**config.mk**
```make
export PLATFORM = sky130hd
export DESIGN_NAME = bcg_top
export DESIGN_NICKNAME = d
export VERILOG_FILES = /design/src/rtl/bcg_pkg.sv /design/src/rtl/bcg_crc_if.sv /design/src/rtl/bcg_crc_step.sv /design/src/rtl/bcg_top.sv
export SDC_FILE = /design/constraint.sdc
export NUM_CORES = 1
export LEC_CHECK = 0
export BUFFER_PORTS_ARGS = -buffer_cell sky130_fd_sc_hd__buf_4
export CAP_MARGIN = 20
export CORE_AREA = 2 2 232 143
export DETAILED_ROUTE_END_ITERATION = 7
export DIE_AREA = 0 0 234 145
export SLEW_MARGIN = 20
export SYNTH_ARGS = -nofsm -noshare
export SYNTH_HDL_FRONTEND = slang
export SYNTH_HIERARCHICAL = 1
export SYNTH_SLANG_ARGS = --single-unit
```
**constraint.sdc**
```tcl
create_clock -name clk_i -period 4.56 [get_ports clk_i]
set_input_delay 0.456 -clock clk_i [delete_from_list [all_inputs] [get_ports clk_i]]
set_output_delay 0.456 -clock clk_i [all_outputs]
set_load 0.02 [all_outputs]
```
**src/rtl/bcg_pkg.sv**
```systemverilog
// Constants, types and helper functions of the block check character generator.
// Assumes a single 250 MHz clock and a classic Wishbone register bus.
`default_nettype none

package bcg_pkg;

  // ****************************************************************
  // Register map (byte addresses)
  // ****************************************************************
  localparam logic [7:0]  BCG_ADR_CTRL     = 8'h00;  // Formula and options
  localparam logic [7:0]  BCG_ADR_STATUS   = 8'h04;  // Busy and mismatch
  localparam logic [7:0]  BCG_ADR_RESULT   = 8'h08;  // Last check value
  localparam logic [7:0]  BCG_ADR_IRQ_STAT = 8'h0C;  // Sticky events, write one to clear
  localparam logic [7:0]  BCG_ADR_IRQ_MASK = 8'h10;  // Event enables

  // ****************************************************************
  // Field positions and reset values
  // ****************************************************************
  localparam int          BCG_CTRL_FORM_LO = 0;      // Formula, two bits
  localparam int          BCG_CTRL_ASCII   = 2;      // Binary to ASCII conversion
  localparam int          BCG_CTRL_DIG_LO  = 3;      // Digit count minus one, two bits
  localparam int          BCG_CTRL_RX      = 5;      // Receive direction
  localparam logic [7:0]  BCG_CTRL_RST     = 8'h0C;  // Additive, ASCII, two digits
  localparam int          BCG_EV_DONE      = 0;      // Check field finished
  localparam int          BCG_EV_MISM      = 1;      // Received check differs
  localparam logic [1:0]  BCG_MASK_RST     = 2'h0;   // All events masked

  // ****************************************************************
  // Formula codes and arithmetic constants
  // ****************************************************************
  localparam logic [1:0]  BCG_FORM_ADD     = 2'h0;   // Additive two's complement
  localparam logic [1:0]  BCG_FORM_LRC     = 2'h1;   // Longitudinal check
  localparam logic [1:0]  BCG_FORM_RTU     = 2'h2;   // Cyclic check
  localparam logic [15:0] BCG_CRC_INIT     = 16'hFFFF;  // Seed
  localparam logic [15:0] BCG_CRC_POLY     = 16'hA001;  // Reflected generator
  localparam int          BCG_CRC_STEPS    = 8;      // Shifts per byte
  localparam logic [1:0]  BCG_TWO_LAST     = 2'h1;   // Last index of a two byte field

  // Frame sequencer states
  typedef enum logic [1:0] {BCG_IDLE, BCG_ACC, BCG_FIN, BCG_EMIT} bcg_state_t;

  // ASCII hex character to nibble
  function automatic logic [3:0] bcg_hex2nib(input logic [7:0] c);
    logic [7:0] t;
    t = (c >= 8'h41) ? (c - 8'h37) : (c - 8'h30);
    if (c >= 8'h61)
    begin
      t = c - 8'h57;
    end
    return t[3:0];
  endfunction

  // Nibble to upper-case ASCII hex character
  function automatic logic [7:0] bcg_nib2hex(input logic [3:0] n);
    return (n > 4'h9) ? ({4'h0, n} + 8'h37) : ({4'h0, n} + 8'h30);
  endfunction

  // Bitwise reference of one byte of the cyclic check
  function automatic logic [15:0] bcg_crc_ref(input logic [15:0] c);
    logic [15:0] r;
    r = c;
    for (int i = 0; i < BCG_CRC_STEPS; i++)
    begin
      r = r[0] ? ((r >> 1) ^ BCG_CRC_POLY) : (r >> 1);
    end
    return r;
  endfunction

endpackage

`default_nettype wire

```
**src/rtl/bcg_crc_if.sv**
```systemverilog
// Interface between the sequencer and the cyclic check step.
// Assumes both ends sit in the same clock domain.
`default_nettype none

interface bcg_crc_if;
  logic [15:0] seed;    // Register with byte already mixed in
  logic [15:0] result;  // Register after eight shifts
  modport drv  (output seed, input result);
  modport step (input seed, output result);
endinterface

`default_nettype wire

```
**src/rtl/bcg_crc_step.sv**
```systemverilog
// Eight shift-and-XOR stages of the cyclic check, purely combinational.
// Assumes the caller has mixed the byte into the low bits of the seed.
`default_nettype none

module bcg_crc_step
  import bcg_pkg::*;
(
  // Seed in, result out
  bcg_crc_if.step crc_p
);

  // ****************************************************************
  // Shift chain
  // ****************************************************************
  logic [15:0] stage_w [0:BCG_CRC_STEPS];  // Value after each shift

  assign stage_w[0] = crc_p.seed;

  // One stage per shift; carry out selects the XOR
  for (genvar i = 0; i < BCG_CRC_STEPS; i++)
  begin : g_shift
    assign stage_w[i+1] = stage_w[i][0] ? ((stage_w[i] >> 1) ^ BCG_CRC_POLY)
                                        : (stage_w[i] >> 1);
  end

  assign crc_p.result = stage_w[BCG_CRC_STEPS];

endmodule

`default_nettype wire

```
**src/rtl/bcg_top.sv**
```systemverilog
// Block check character generator: absorbs a message range byte by byte,
// then sends the check field (transmit) or compares it (receive).
// Assumes the framing logic marks the first and last range byte and
// does not change the control register while a frame is in flight.
//
// Our own choices: the Wishbone register port and the address map.
`default_nettype none

module bcg_top
  import bcg_pkg::*;
(
  // Clock and reset
  input  wire logic        clk_i,
  input  wire logic        rst_i,
  // Wishbone slave
  input  wire logic        wb_cyc_i,
  input  wire logic        wb_stb_i,
  input  wire logic        wb_we_i,
  input  wire logic [7:0]  wb_adr_i,
  input  wire logic [3:0]  wb_sel_i,
  input  wire logic [31:0] wb_dat_i,
  output var  logic [31:0] wb_dat_o,
  output var  logic        wb_ack_o,
  // Message range bytes, and received check bytes on receive
  input  wire logic        msg_valid_i,
  input  wire logic [7:0]  msg_data_i,
  input  wire logic        msg_first_i,
  input  wire logic        msg_last_i,
  output logic             msg_ready_o,
  // Check field bytes on transmit
  output logic             chk_valid_o,
  output logic [7:0]       chk_data_o,
  output logic             chk_last_o,
  input  wire logic        chk_ready_i,
  // Status
  output var  logic        done_o,
  output var  logic        mismatch_o,
  output var  logic        irq_o
);

  // ****************************************************************
  // Declarations
  // ****************************************************************
  bcg_state_t  state_r, state_nxt;       // Frame sequencer
  logic [15:0] acc_r, acc_nxt;           // Sum or CRC register
  logic [3:0]  hi_nib_r;                 // First character of a pair
  logic        half_r;                   // A pair is half done
  logic [15:0] result_r;                 // Check value of last frame
  logic [7:0]  chk_byte_r [0:3];         // Check field bytes
  logic [1:0]  idx_r;                    // Current check byte
  logic [1:0]  last_r;                   // Index of final check byte
  logic [7:0]  ctrl_r;                   // Control register
  logic [1:0]  mask_r;                   // Interrupt mask
  logic [1:0]  irq_stat_r;               // Sticky events
  logic        ack_r;                    // Bus acknowledge
  logic [31:0] rdata_r;                  // Bus read data
  logic        done_r;                   // Frame finished pulse
  logic        mism_r;                   // Mismatch in this frame

  bcg_crc_if   crc_if ();                // Link to the shift chain

  // ****************************************************************
  // Control decode
  // ****************************************************************
  logic [1:0]  form_w;                   // Selected formula
  logic        rx_w;                     // Receive direction
  logic        asc_w;                    // Characters, not binary
  logic [1:0]  nlast_w;                  // Last index for this formula
  assign form_w  = ctrl_r[BCG_CTRL_FORM_LO +: 2];
  assign rx_w    = ctrl_r[BCG_CTRL_RX];
  assign asc_w   = (form_w == BCG_FORM_LRC) || ctrl_r[BCG_CTRL_ASCII];
  assign nlast_w = (form_w == BCG_FORM_ADD) ? ctrl_r[BCG_CTRL_DIG_LO +: 2] : BCG_TWO_LAST;

  // ****************************************************************
  // Byte intake
  // ****************************************************************
  logic        take_w;                   // Range byte accepted
  logic        half_now_w;               // Pair state for this byte
  logic [15:0] base_w;                   // Register before this byte
  logic [15:0] add_w;                    // Additive update
  logic [15:0] lrc_w;                    // Pair update
  logic [3:0]  nib_w;                    // Decoded character
  assign msg_ready_o = (state_r == BCG_IDLE) || (state_r == BCG_ACC) ||
                       ((state_r == BCG_EMIT) && rx_w);
  assign take_w      = msg_valid_i &&
                       ((state_r == BCG_ACC) || ((state_r == BCG_IDLE) && msg_first_i));
  assign half_now_w  = msg_first_i ? 1'b0 : half_r;
  assign base_w      = !msg_first_i ? acc_r :
                       (form_w == BCG_FORM_RTU) ? BCG_CRC_INIT : 16'h0000;
  assign add_w       = base_w + {8'h00, msg_data_i};
  assign nib_w       = bcg_hex2nib(msg_data_i);
  assign lrc_w       = half_now_w ? (base_w + {8'h00, hi_nib_r, nib_w}) : base_w;
  assign crc_if.seed = base_w ^ {8'h00, msg_data_i};

  bcg_crc_step u_crc (
    .crc_p (crc_if.step)
  );

  // Next register value by formula
  always_comb
  begin
    acc_nxt = acc_r;
    if (take_w)
    begin
      unique case (form_w)
        BCG_FORM_LRC: acc_nxt = lrc_w;
        BCG_FORM_RTU: acc_nxt = crc_if.result;
        default:      acc_nxt = add_w;
      endcase
    end
  end

  // ****************************************************************
  // Check value and field bytes
  // ****************************************************************
  logic [15:0] result_w;                 // Final check value
  logic [31:0] res32_w;                  // Widened for byte shifts
  logic [7:0]  byte_w [0:3];             // Field byte candidates
  assign result_w = (form_w == BCG_FORM_RTU) ? acc_r : (~acc_r + 16'h0001);
  assign res32_w  = {16'h0000, result_w};

  // One candidate per field position
  for (genvar k = 0; k < 4; k++)
  begin : g_byte
    logic [1:0] pos_w;                   // Significance of this position
    assign pos_w     = nlast_w - 2'(k);
    assign byte_w[k] = (form_w == BCG_FORM_RTU) ? 8'(res32_w >> (8 * k)) :
                       asc_w ? bcg_nib2hex(4'(res32_w >> ({3'h0, pos_w} * 5'h04))) :
                       8'(res32_w >> ({3'h0, pos_w} * 5'h08));
  end

  // ****************************************************************
  // Sequencer
  // ****************************************************************
  logic step_w;                          // Check byte consumed
  logic end_w;                           // Final check byte consumed
  logic miss_w;                          // Received byte differs
  assign step_w      = (state_r == BCG_EMIT) && (rx_w ? msg_valid_i : chk_ready_i);
  assign end_w       = step_w && (idx_r == last_r);
  assign miss_w      = (state_r == BCG_EMIT) && rx_w && msg_valid_i &&
                       (msg_data_i != chk_byte_r[idx_r]);
  assign chk_valid_o = (state_r == BCG_EMIT) && !rx_w;
  assign chk_data_o  = chk_byte_r[idx_r];
  assign chk_last_o  = (idx_r == last_r);

  // State transitions
  always_comb
  begin
    state_nxt = state_r;
    unique case (state_r)
      BCG_IDLE, BCG_ACC:
      begin
        if (take_w)
        begin
          state_nxt = msg_last_i ? BCG_FIN : BCG_ACC;
        end
      end
      BCG_FIN:  state_nxt = BCG_EMIT;
      BCG_EMIT:
      begin
        if (end_w)
        begin
          state_nxt = BCG_IDLE;
        end
      end
    endcase
  end

  // Sequencer and accumulator registers
  always_ff @(posedge clk_i)
  begin
    if (rst_i)
    begin
      state_r  <= BCG_IDLE;
      acc_r    <= 16'h0000;
      hi_nib_r <= 4'h0;
      half_r   <= 1'b0;
      idx_r    <= 2'h0;
    end
    else
    begin
      state_r  <= state_nxt;
      acc_r    <= acc_nxt;
      hi_nib_r <= (take_w && !half_now_w) ? nib_w : hi_nib_r;
      half_r   <= take_w ? !half_now_w : half_r;
      idx_r    <= (state_r == BCG_FIN) ? 2'h0 : (step_w ? idx_r + 2'h1 : idx_r);
    end
  end

  // Field capture at the end of the range
  always_ff @(posedge clk_i)
  begin
    if (rst_i)
    begin
      result_r <= 16'h0000;
      last_r   <= 2'h0;
      chk_byte_r <= '{default: 8'h00};
    end
    else if (state_r == BCG_FIN)
    begin
      result_r   <= result_w;
      last_r     <= nlast_w;
      chk_byte_r <= byte_w;
    end
  end

  // Frame flags
  always_ff @(posedge clk_i)
  begin
    if (rst_i)
    begin
      done_r <= 1'b0;
      mism_r <= 1'b0;
    end
    else
    begin
      done_r <= end_w;
      mism_r <= miss_w || (mism_r && !(take_w && msg_first_i));
    end
  end

  assign done_o     = done_r;
  assign mismatch_o = mism_r;

  // ****************************************************************
  // Register bus
  // ****************************************************************
  logic        req_w;                    // Request waiting for ack
  logic        wr_w;                     // Write takes effect
  logic        hit_ctrl_w, hit_stat_w, hit_res_w, hit_irq_w, hit_mask_w;
  logic [31:0] rd_mux_w;                 // Read selection
  logic [1:0]  ev_w;                     // Event pulses
  logic [1:0]  w1c_w;                    // Bits cleared by software
  assign req_w      = wb_cyc_i && wb_stb_i;
  assign wr_w       = req_w && wb_we_i && ack_r && wb_sel_i[0];
  assign hit_ctrl_w = (wb_adr_i == BCG_ADR_CTRL);
  assign hit_stat_w = (wb_adr_i == BCG_ADR_STATUS);
  assign hit_res_w  = (wb_adr_i == BCG_ADR_RESULT);
  assign hit_irq_w  = (wb_adr_i == BCG_ADR_IRQ_STAT);
  assign hit_mask_w = (wb_adr_i == BCG_ADR_IRQ_MASK);
  assign rd_mux_w   = hit_ctrl_w ? {24'h000000, ctrl_r} :
                      hit_stat_w ? {30'h0, mism_r, state_r != BCG_IDLE} :
                      hit_res_w  ? {16'h0000, result_r} :
                      hit_irq_w  ? {30'h0, irq_stat_r} :
                      hit_mask_w ? {30'h0, mask_r} : 32'h00000000;
  assign ev_w       = {miss_w, end_w};
  assign w1c_w      = (wr_w && hit_irq_w) ? wb_dat_i[1:0] : 2'h0;
  assign wb_ack_o   = ack_r;
  assign wb_dat_o   = rdata_r;
  assign irq_o      = |(irq_stat_r & mask_r);

  // Ack one cycle after the request, read data with it
  always_ff @(posedge clk_i)
  begin
    if (rst_i)
    begin
      ack_r   <= 1'b0;
      rdata_r <= 32'h00000000;
    end
    else
    begin
      ack_r   <= req_w && !ack_r;
      rdata_r <= (req_w && !ack_r) ? rd_mux_w : rdata_r;
    end
  end

  // Software registers; a new event beats a clear
  always_ff @(posedge clk_i)
  begin
    if (rst_i)
    begin
      ctrl_r     <= BCG_CTRL_RST;
      mask_r     <= BCG_MASK_RST;
      irq_stat_r <= 2'h0;
    end
    else
    begin
      ctrl_r     <= (wr_w && hit_ctrl_w) ? wb_dat_i[7:0] : ctrl_r;
      mask_r     <= (wr_w && hit_mask_w) ? wb_dat_i[1:0] : mask_r;
      irq_stat_r <= (irq_stat_r & ~w1c_w) | ev_w;
    end
  end
endmodule

`default_nettype wire
```
==> results by group, run 1 <==
Pwr
  – Power share of the combinational group: 0.348
  – P_int: 1800 uW
  – Clock power share: 0.294
  – Switching share of power: 0.375
  – Sequential share of power: 0.358
  – Psw: 1080 uW
  – Pleak: 0.00331 uW
  – Final Power: 2880 uW
  – Pwr/cell area: 322 nW/um2
  – Worst VDD drop: 146 uV

Worst hold path
  – Endpoint, Worst Hold: ctrl_r[3]$_SDFFE_PP1P_
  – Min-Delay Path Class: in -> reg
  – Hold Path Depth: 3
  – Worst Hold Launch: wb_dat_i[3]

GRT
  – GRT overflow: 0
  – Number of global-route vias before repair: 7,023
  – Antenna violations before repair: 0
  – Gr usage total: 0.165
  – Wire length of the first global-routing pass: 43.2 mm
  – Pin count of the biggest net entering global routing: 56

Clock network
  – CTS tree: done
  – # hold bufs at CTS: 0
  – Root Driver: clkbuf_16
  – TritonCTS buffer count: 9
  – Clock sink total: 106
  – CTS resizes: 0
  – Htree depth: 3
  – Worst-path clk slew: 80 ps
  – Clk_lat worst skew: 370 ps
  – CTS Buffer Depth: 2
  – Postcts setup bufs: 0

Critical path
  – Worst Path Arrival: 4320 ps
  – Worst-path fanout max: 55
  – CP Capture Type: flop
  – CP Class: reg -> reg
  – WP data required: 4850 ps
  – Reg-to-reg startpoint: ctrl_r[0]$_SDFFE_PP0P_
  – Reg2reg end: chk_byte_r[16]$_SDFFE_PP0P_
  – R2R cell count: 14
  – Reg2Reg Setup Slack: 540 ps
  – CP startpoint kind: flop

Floorplanning
  – Core area: 31,800 um2
  – Die height: 145 um
  – Num ports: 108
  – Chip width: 234 um
  – Initial Utilization: 0.247
  – Die area: 33,900 um2
  – Row cnt: 51

Status
  – Status: complete, but fails checks
  – Failing checks: design-rule violations

Synth
  – Syn Inst Count: 1,011
  – Synthesized area: 7860 um2
  – Post-synth EDFFs: 0
  – Avg Cell Area, Syn: 7.77 um2
  – Register area share after synthesis: 0.270
  – Yosys cell types: 79
  – Yosys synthesis warning count: 6
  – Post-synth top flop: dfxtp_1
  – Synthesis-stage register bit count: 106
  – Asr flop ratio synth: 0

Timing
  – Fmax: 248 MHz
  – Setup repair after global routing missed its margin: false
  – Setup Skew: 15.7 ps
  – Period minus WS final: 4020 ps
  – Relative slew margins: 0.270
  – Pins Over Slew Limit: 0
  – Fin. Hold Viols: 0
  – TNS Setup: 0 ps
  – Measured slew at the worst slew-check pin: 1090 ps
  – Setup violations, final: 0
  – Final period util: 0.883

Cells and area
  – Finished Layout Cells: 1,460
  – Design Area, Final: 8960 um2
  – FILL cells: 3,436
  – # nets final: 1,125
  – Reg area: 2120 um2
  – End-of-flow core utilization: 0.282
  – Most common cell after layout, fill and taps aside: nand2_1
  – ANT cells: 0
  – Area growth syn-to-layout: 14.1%
  – Area of the multi-input gates: 5230 um2
  – Share of cells above drive strength 1: 0.142
  – Most frequent cells in the layout: nand2_1, dfxtp_1, a21oi_1

Detailed routing
  – Wirelength, routed: 28.4 mm
  – Vias/cell: 5.45
  – Drt initial violations: 1,118
  – Drt pass-1 iters: 8
  – Routed WL per cell: 19.5 um
  – Post-route ant nets: 0
  – Via Count: 7,951
  – Drc violations: 1

Flow run
  – Max cap viols: 0

Placement
  – Post-DP HPWL: 22.1 mm
  – Post-Place Cells: 1,444
  – Placed inst area: 8650 um2
  – Global placement routability congestion: 0.979
  – Port Buffers: 64
==> power groups by stage <==
stage,Clock [uW],Combinational (uW),Sequential [uW]
after detailed placement,0,966,1050
after CTS,862,971,1030
final,849,1000,1030
after floorplan,0,687,1030
after global placement,0,956,1050
after global routing,900,1080,1040
==> cell type report <==
class,instances,area share
Timing Repair Buffer,83,0.0695
Clock inverter,6,0.00851
Inverter,39,0.0163
Multi-Input combinational cell,792,0.583
Sequential cell,106,0.237
Tap cell,424,0.0592
Clock buffer,10,0.0267
==> worst max-delay path, cell delays in order (launching register included) <==
cell	delay (ps)
dfxtp_1	350
inv_1	90
ha_2	230
buf_4	540
mux2i_1	790
nand2_1	210
o21ai_0	170
mux2i_1	190
inv_1	150
ha_1	170
or2_2	120
o211ai_1	100
and2_4	220
or4_1	490
o211ai_2	90
==> state kept, by name (all words and copies together) (netlist names) <==
name and cells:
chk_byte_r 32, acc_r 16, state_r 2, mask_r 2
ctrl_r 8, hi_nib_r 4, mismatch_o 1, last_r 2
half_r 1, wb_ack_o 1, wb_dat_o 16, irq_stat_r 2
idx_r 2, result_r 16, done_o 1
==> kinds of logic after synthesis <==
kind of cell    Yosys count  synth area share
compound gates          328             0.273
simple gates            307             0.177
buf+inv                 128            0.0744
flops                   106             0.270
xor+xnor                 75            0.0949
fa+ha+maj                33            0.0544
mux                      33            0.0556
other cells               1          0.000477
==> Yosys cell counts (9+ instances only) <==
cell / number / area share
nand2_1: 112 / 0.053
nor3_1: 31 / 0.020
buf_4: 22 / 0.021
dfxtp_1: 106 / 0.27
mux2i_1: 20 / 0.025
ha_1: 31 / 0.049
xnor2_2: 9 / 0.019
a221oi_1: 19 / 0.021
nand3_1: 31 / 0.020
inv_1: 38 / 0.018
xnor2_1: 44 / 0.049
a21oi_1: 104 / 0.066
nor2_1: 88 / 0.042
o211ai_1: 16 / 0.015
clkbuf_1: 53 / 0.025
a211oi_1: 32 / 0.031
xor2_1: 20 / 0.022
o21ai_0: 65 / 0.041
==> per-layer routing <==
| metal | global-route usage | vias up | share of wire |
|---|---|---|---|
| met1 | 0.263 | 3768 | 0.48 |
| met4 | 0.0259 | 0 | 0.015 |
| met5 | 0 | - | 0 |
| met2 | 0.201 | 470 | 0.36 |
| li1 | - | 3669 | - |
| met3 | 0.0641 | 44 | 0.14 |
==> metrics by stage <==
stage	hold slack [ps]	setup slack (ps)
final	338	535
after global placement	440	624
after detailed placement	447	547
after CTS	331	743
after global routing	349	370
after floorplan	420	907
==> how the worst max path moves through the flow <==
stage	from	to	cells past startpoint
after floorplan	ctrl_r[0]$_SDFFE_PP0P_	acc_r[12]$_SDFFE_PP0P_	16
after global placement	msg_data_i[1]	acc_r[12]$_SDFFE_PP0P_	16
after detailed placement	msg_data_i[1]	acc_r[12]$_SDFFE_PP0P_	16
after CTS	ctrl_r[0]$_SDFFE_PP0P_	chk_byte_r[16]$_SDFFE_PP0P_	14
after global routing	ctrl_r[0]$_SDFFE_PP0P_	acc_r[9]$_SDFFE_PP0P_	13
final	ctrl_r[0]$_SDFFE_PP0P_	chk_byte_r[16]$_SDFFE_PP0P_	14
(Power assumes the default switching activity.)
==> run 2, diff against run 1 <==
--- a/config.mk
+++ b/config.mk
@@ -7,9 +7,11 @@
 export LEC_CHECK = 0
 export BUFFER_PORTS_ARGS = -buffer_cell sky130_fd_sc_hd__buf_4
 export CAP_MARGIN = 20
-export CORE_AREA = 2 2 232 143
+export CORE_AREA = 2 2 165 200
 export DETAILED_ROUTE_END_ITERATION = 7
-export DIE_AREA = 0 0 234 145
+export DIE_AREA = 0 0 167 202
+export HOLD_SLACK_MARGIN = 0.08
+export PLACE_DENSITY = 0.52
 export SLEW_MARGIN = 20
 export SYNTH_ARGS = -nofsm -noshare
 export SYNTH_HDL_FRONTEND = slang
==> run 2 against run 1 <==
Effect of this change:
- the run now ends clean
- global-route usage shrank 0.31 points
- largest power group unchanged
- largest cell class unchanged
- routed wire length is 4.3% lower
- hold slack worse by 6.7 ps
- clock skew up 0.98 ps
- first-iteration DRC count is 39% lower
- critical endpoint is now chk_byte_r[21]$_SDFFE_PP0P_
- design area fell by 0.52%
- critical path type unchanged
- via count decreased by 3.9%
- die area decreased by 0.58%
- register-to-register slack improved by 130 ps
- clock power fell by 4.9%
==> results by group, run 2 (synthesis results as in run 1) <==
Pwr
  – Worst VDD drop: 195 uV
  – Pleak: 0.00330 uW
  – Pwr/cell area: 315 nW/um2

Timing
  – Setup repair after global routing missed its margin: false
  – Setup violations, final: 0
  – TNS Setup: 0 ps
  – Measured slew at the worst slew-check pin: 929 ps
  – Fmax: 257 MHz
  – Fin. Hold Viols: 0
  – Setup Skew: 16.6 ps
  – Relative slew margins: 0.380
  – Period minus WS final: 3890 ps
  – Pins Over Slew Limit: 0
  – Final period util: 0.853

Cells and area
  – ANT cells: 0
  – Most flops, register: chk_byte_r
  – Share of cells above drive strength 1: 0.142
  – Finished Layout Cells: 1,443
  – FILL cells: 3,495
  – Most common cell after layout, fill and taps aside: nand2_1
  – # nets final: 1,125
  – Area growth syn-to-layout: 13.5%
  – Most frequent cells in the layout: nand2_1, dfxtp_1, a21oi_1
  – Max reg flops: 32

GRT
  – Number of global-route vias before repair: 7,383
  – Gr usage total: 0.162
  – Antenna violations before repair: 0
  – Wire length of the first global-routing pass: 43.1 mm
  – Pin count of the biggest net entering global routing: 59
  – GRT overflow: 0

Detailed routing
  – Routed WL per cell: 18.9 um
  – Via Count: 7,643
  – Drt initial violations: 684
  – Vias/cell: 5.30
  – Drt pass-1 iters: 5
  – Post-route ant nets: 0
  – Drc violations: 0
  – Wirelength, routed: 27.2 mm

Floorplanning
  – Num ports: 108
  – Die height: 202 um
  – Chip width: 167 um
  – Core area: 31,800 um2
  – Row cnt: 72
  – Initial Utilization: 0.247
  – Die area: 33,700 um2

Placement
  – Post-DP HPWL: 20.7 mm
  – Post-Place Cells: 1,427
  – Global placement routability congestion: 0.964
  – Port Buffers: 64

Critical path
  – Slowest stage delay, CP: 540 ps
  – CP startpoint: acc_r[0]$_SDFFE_PP0P_
  – CP Capture Type: flop
  – CP Cell Sequence: buf_4 > nor3_2 > a41oi_1 > xnor2_2 > mux2_2 > mux2i_1 > inv_1 > ha_1 > or2_2 > o211ai_1 > nand2_1 > o41ai_1 > a21oi_1
  – Largest delay share family, worst path: compound AO/OA/AOI/OAI gates
  – Buf/Inv on CP: 2
  – CP startpoint kind: flop
  – CP Class: reg -> reg
  – Worst-path fanout max: 8
  – WP data required: 4770 ps
  – Reg-to-reg startpoint: acc_r[0]$_SDFFE_PP0P_
  – Slowest-stage cell, CP: o41ai_1
  – Worst Path Arrival: 4100 ps

Clock network
  – Postcts setup bufs: 0
  – Worst-path clk slew: 80 ps
  – CTS resizes: 0
  – # hold bufs at CTS: 0
  – Root Driver: clkbuf_16
  – Htree depth: 3
  – CTS Buffer Depth: 2
  – TritonCTS buffer count: 9
  – Clock sink total: 106
  – Clk_lat worst skew: 370 ps
  – CTS tree: done

Worst hold path
  – Worst Hold Launch: wb_dat_i[3]
  – Min-Delay Path Class: in -> reg

Status
  – Status: finished clean

Flow run
  – Max cap viols: 0
-- run 2: changes by cell type in the layout (fill, tap and decap cells not counted) --
cell,previous run,this run
bufinv_16,1,0
clkinv_2,0,1
clkbuf_8,1,0
inv_8,1,3
inv_6,4,2
clkinv_4,0,1
-- run 2: layer usage --
metal / up-vias / global-route usage / routed length (um)
met3: 60 / 0.0280 / 1920
li1: 3664 / - / -
met4: 0 / 0.0720 / 1130
met5: - / 0 / 0
met1: 3572 / 0.214 / 11900
met2: 347 / 0.257 / 12300
-- run 2: final timing paths --
kind / endpoint / depth (start not counted) / slack [ps]
worst max register to register: chk_byte_r[21]$_SDFFE_PP0P_ / 13 / 670
worst min register to register: wb_dat_o[12]$_SDFFE_PP0P_ / 2 / 450
worst min-delay path: ctrl_r[3]$_SDFFE_PP1P_ / 3 / 330
worst max-delay path: chk_byte_r[21]$_SDFFE_PP0P_ / 13 / 670
-- run 2: through the flow --
| stage | cell area [um2] | total power (uW) | setup WS [ps] | util | hold WS (ps) |
|---|---|---|---|---|---|
| 2_1_floorplan | 7920 | 1720 | 907 | - | 420 |
| 3_3_place_gp | 8620 | 2000 | 688 | 0.271 | 441 |
| 3_5_place_dp | 8620 | 2010 | 698 | 0.271 | 438 |
| 4_1_cts | 8910 | 2810 | 758 | 0.280 | 329 |
| 5_1_grt | 8920 | 2940 | 485 | 0.280 | 347 |
| 6_report | 8920 | 2810 | 670 | 0.280 | 332 |
-- run 2: layout make-up --
type | instances | area (um2) | area share
Multi-Input combinational cell | 792 | 5230 | 0.586
Timing Repair Buffer | 83 | 623 | 0.0699
Sequential cell | 106 | 2120 | 0.238
Clock buffer | 9 | 225 | 0.0253
Clock inverter | 7 | 65.1 | 0.00730
Tap cell | 407 | 509 | 0.0571
Inverter | 39 | 146 | 0.0164
-- run 2: power breakdown --
part           switching [uW]  total (uW)  internal [uW]
sequential               54.7        1030            977
combinational             598         967            370
clock                     419         807            388
-- run 2: tightest hold or removal path: stages --
cell     delay, ps
buf_4           80
nand3_1         50
nand3_1         80
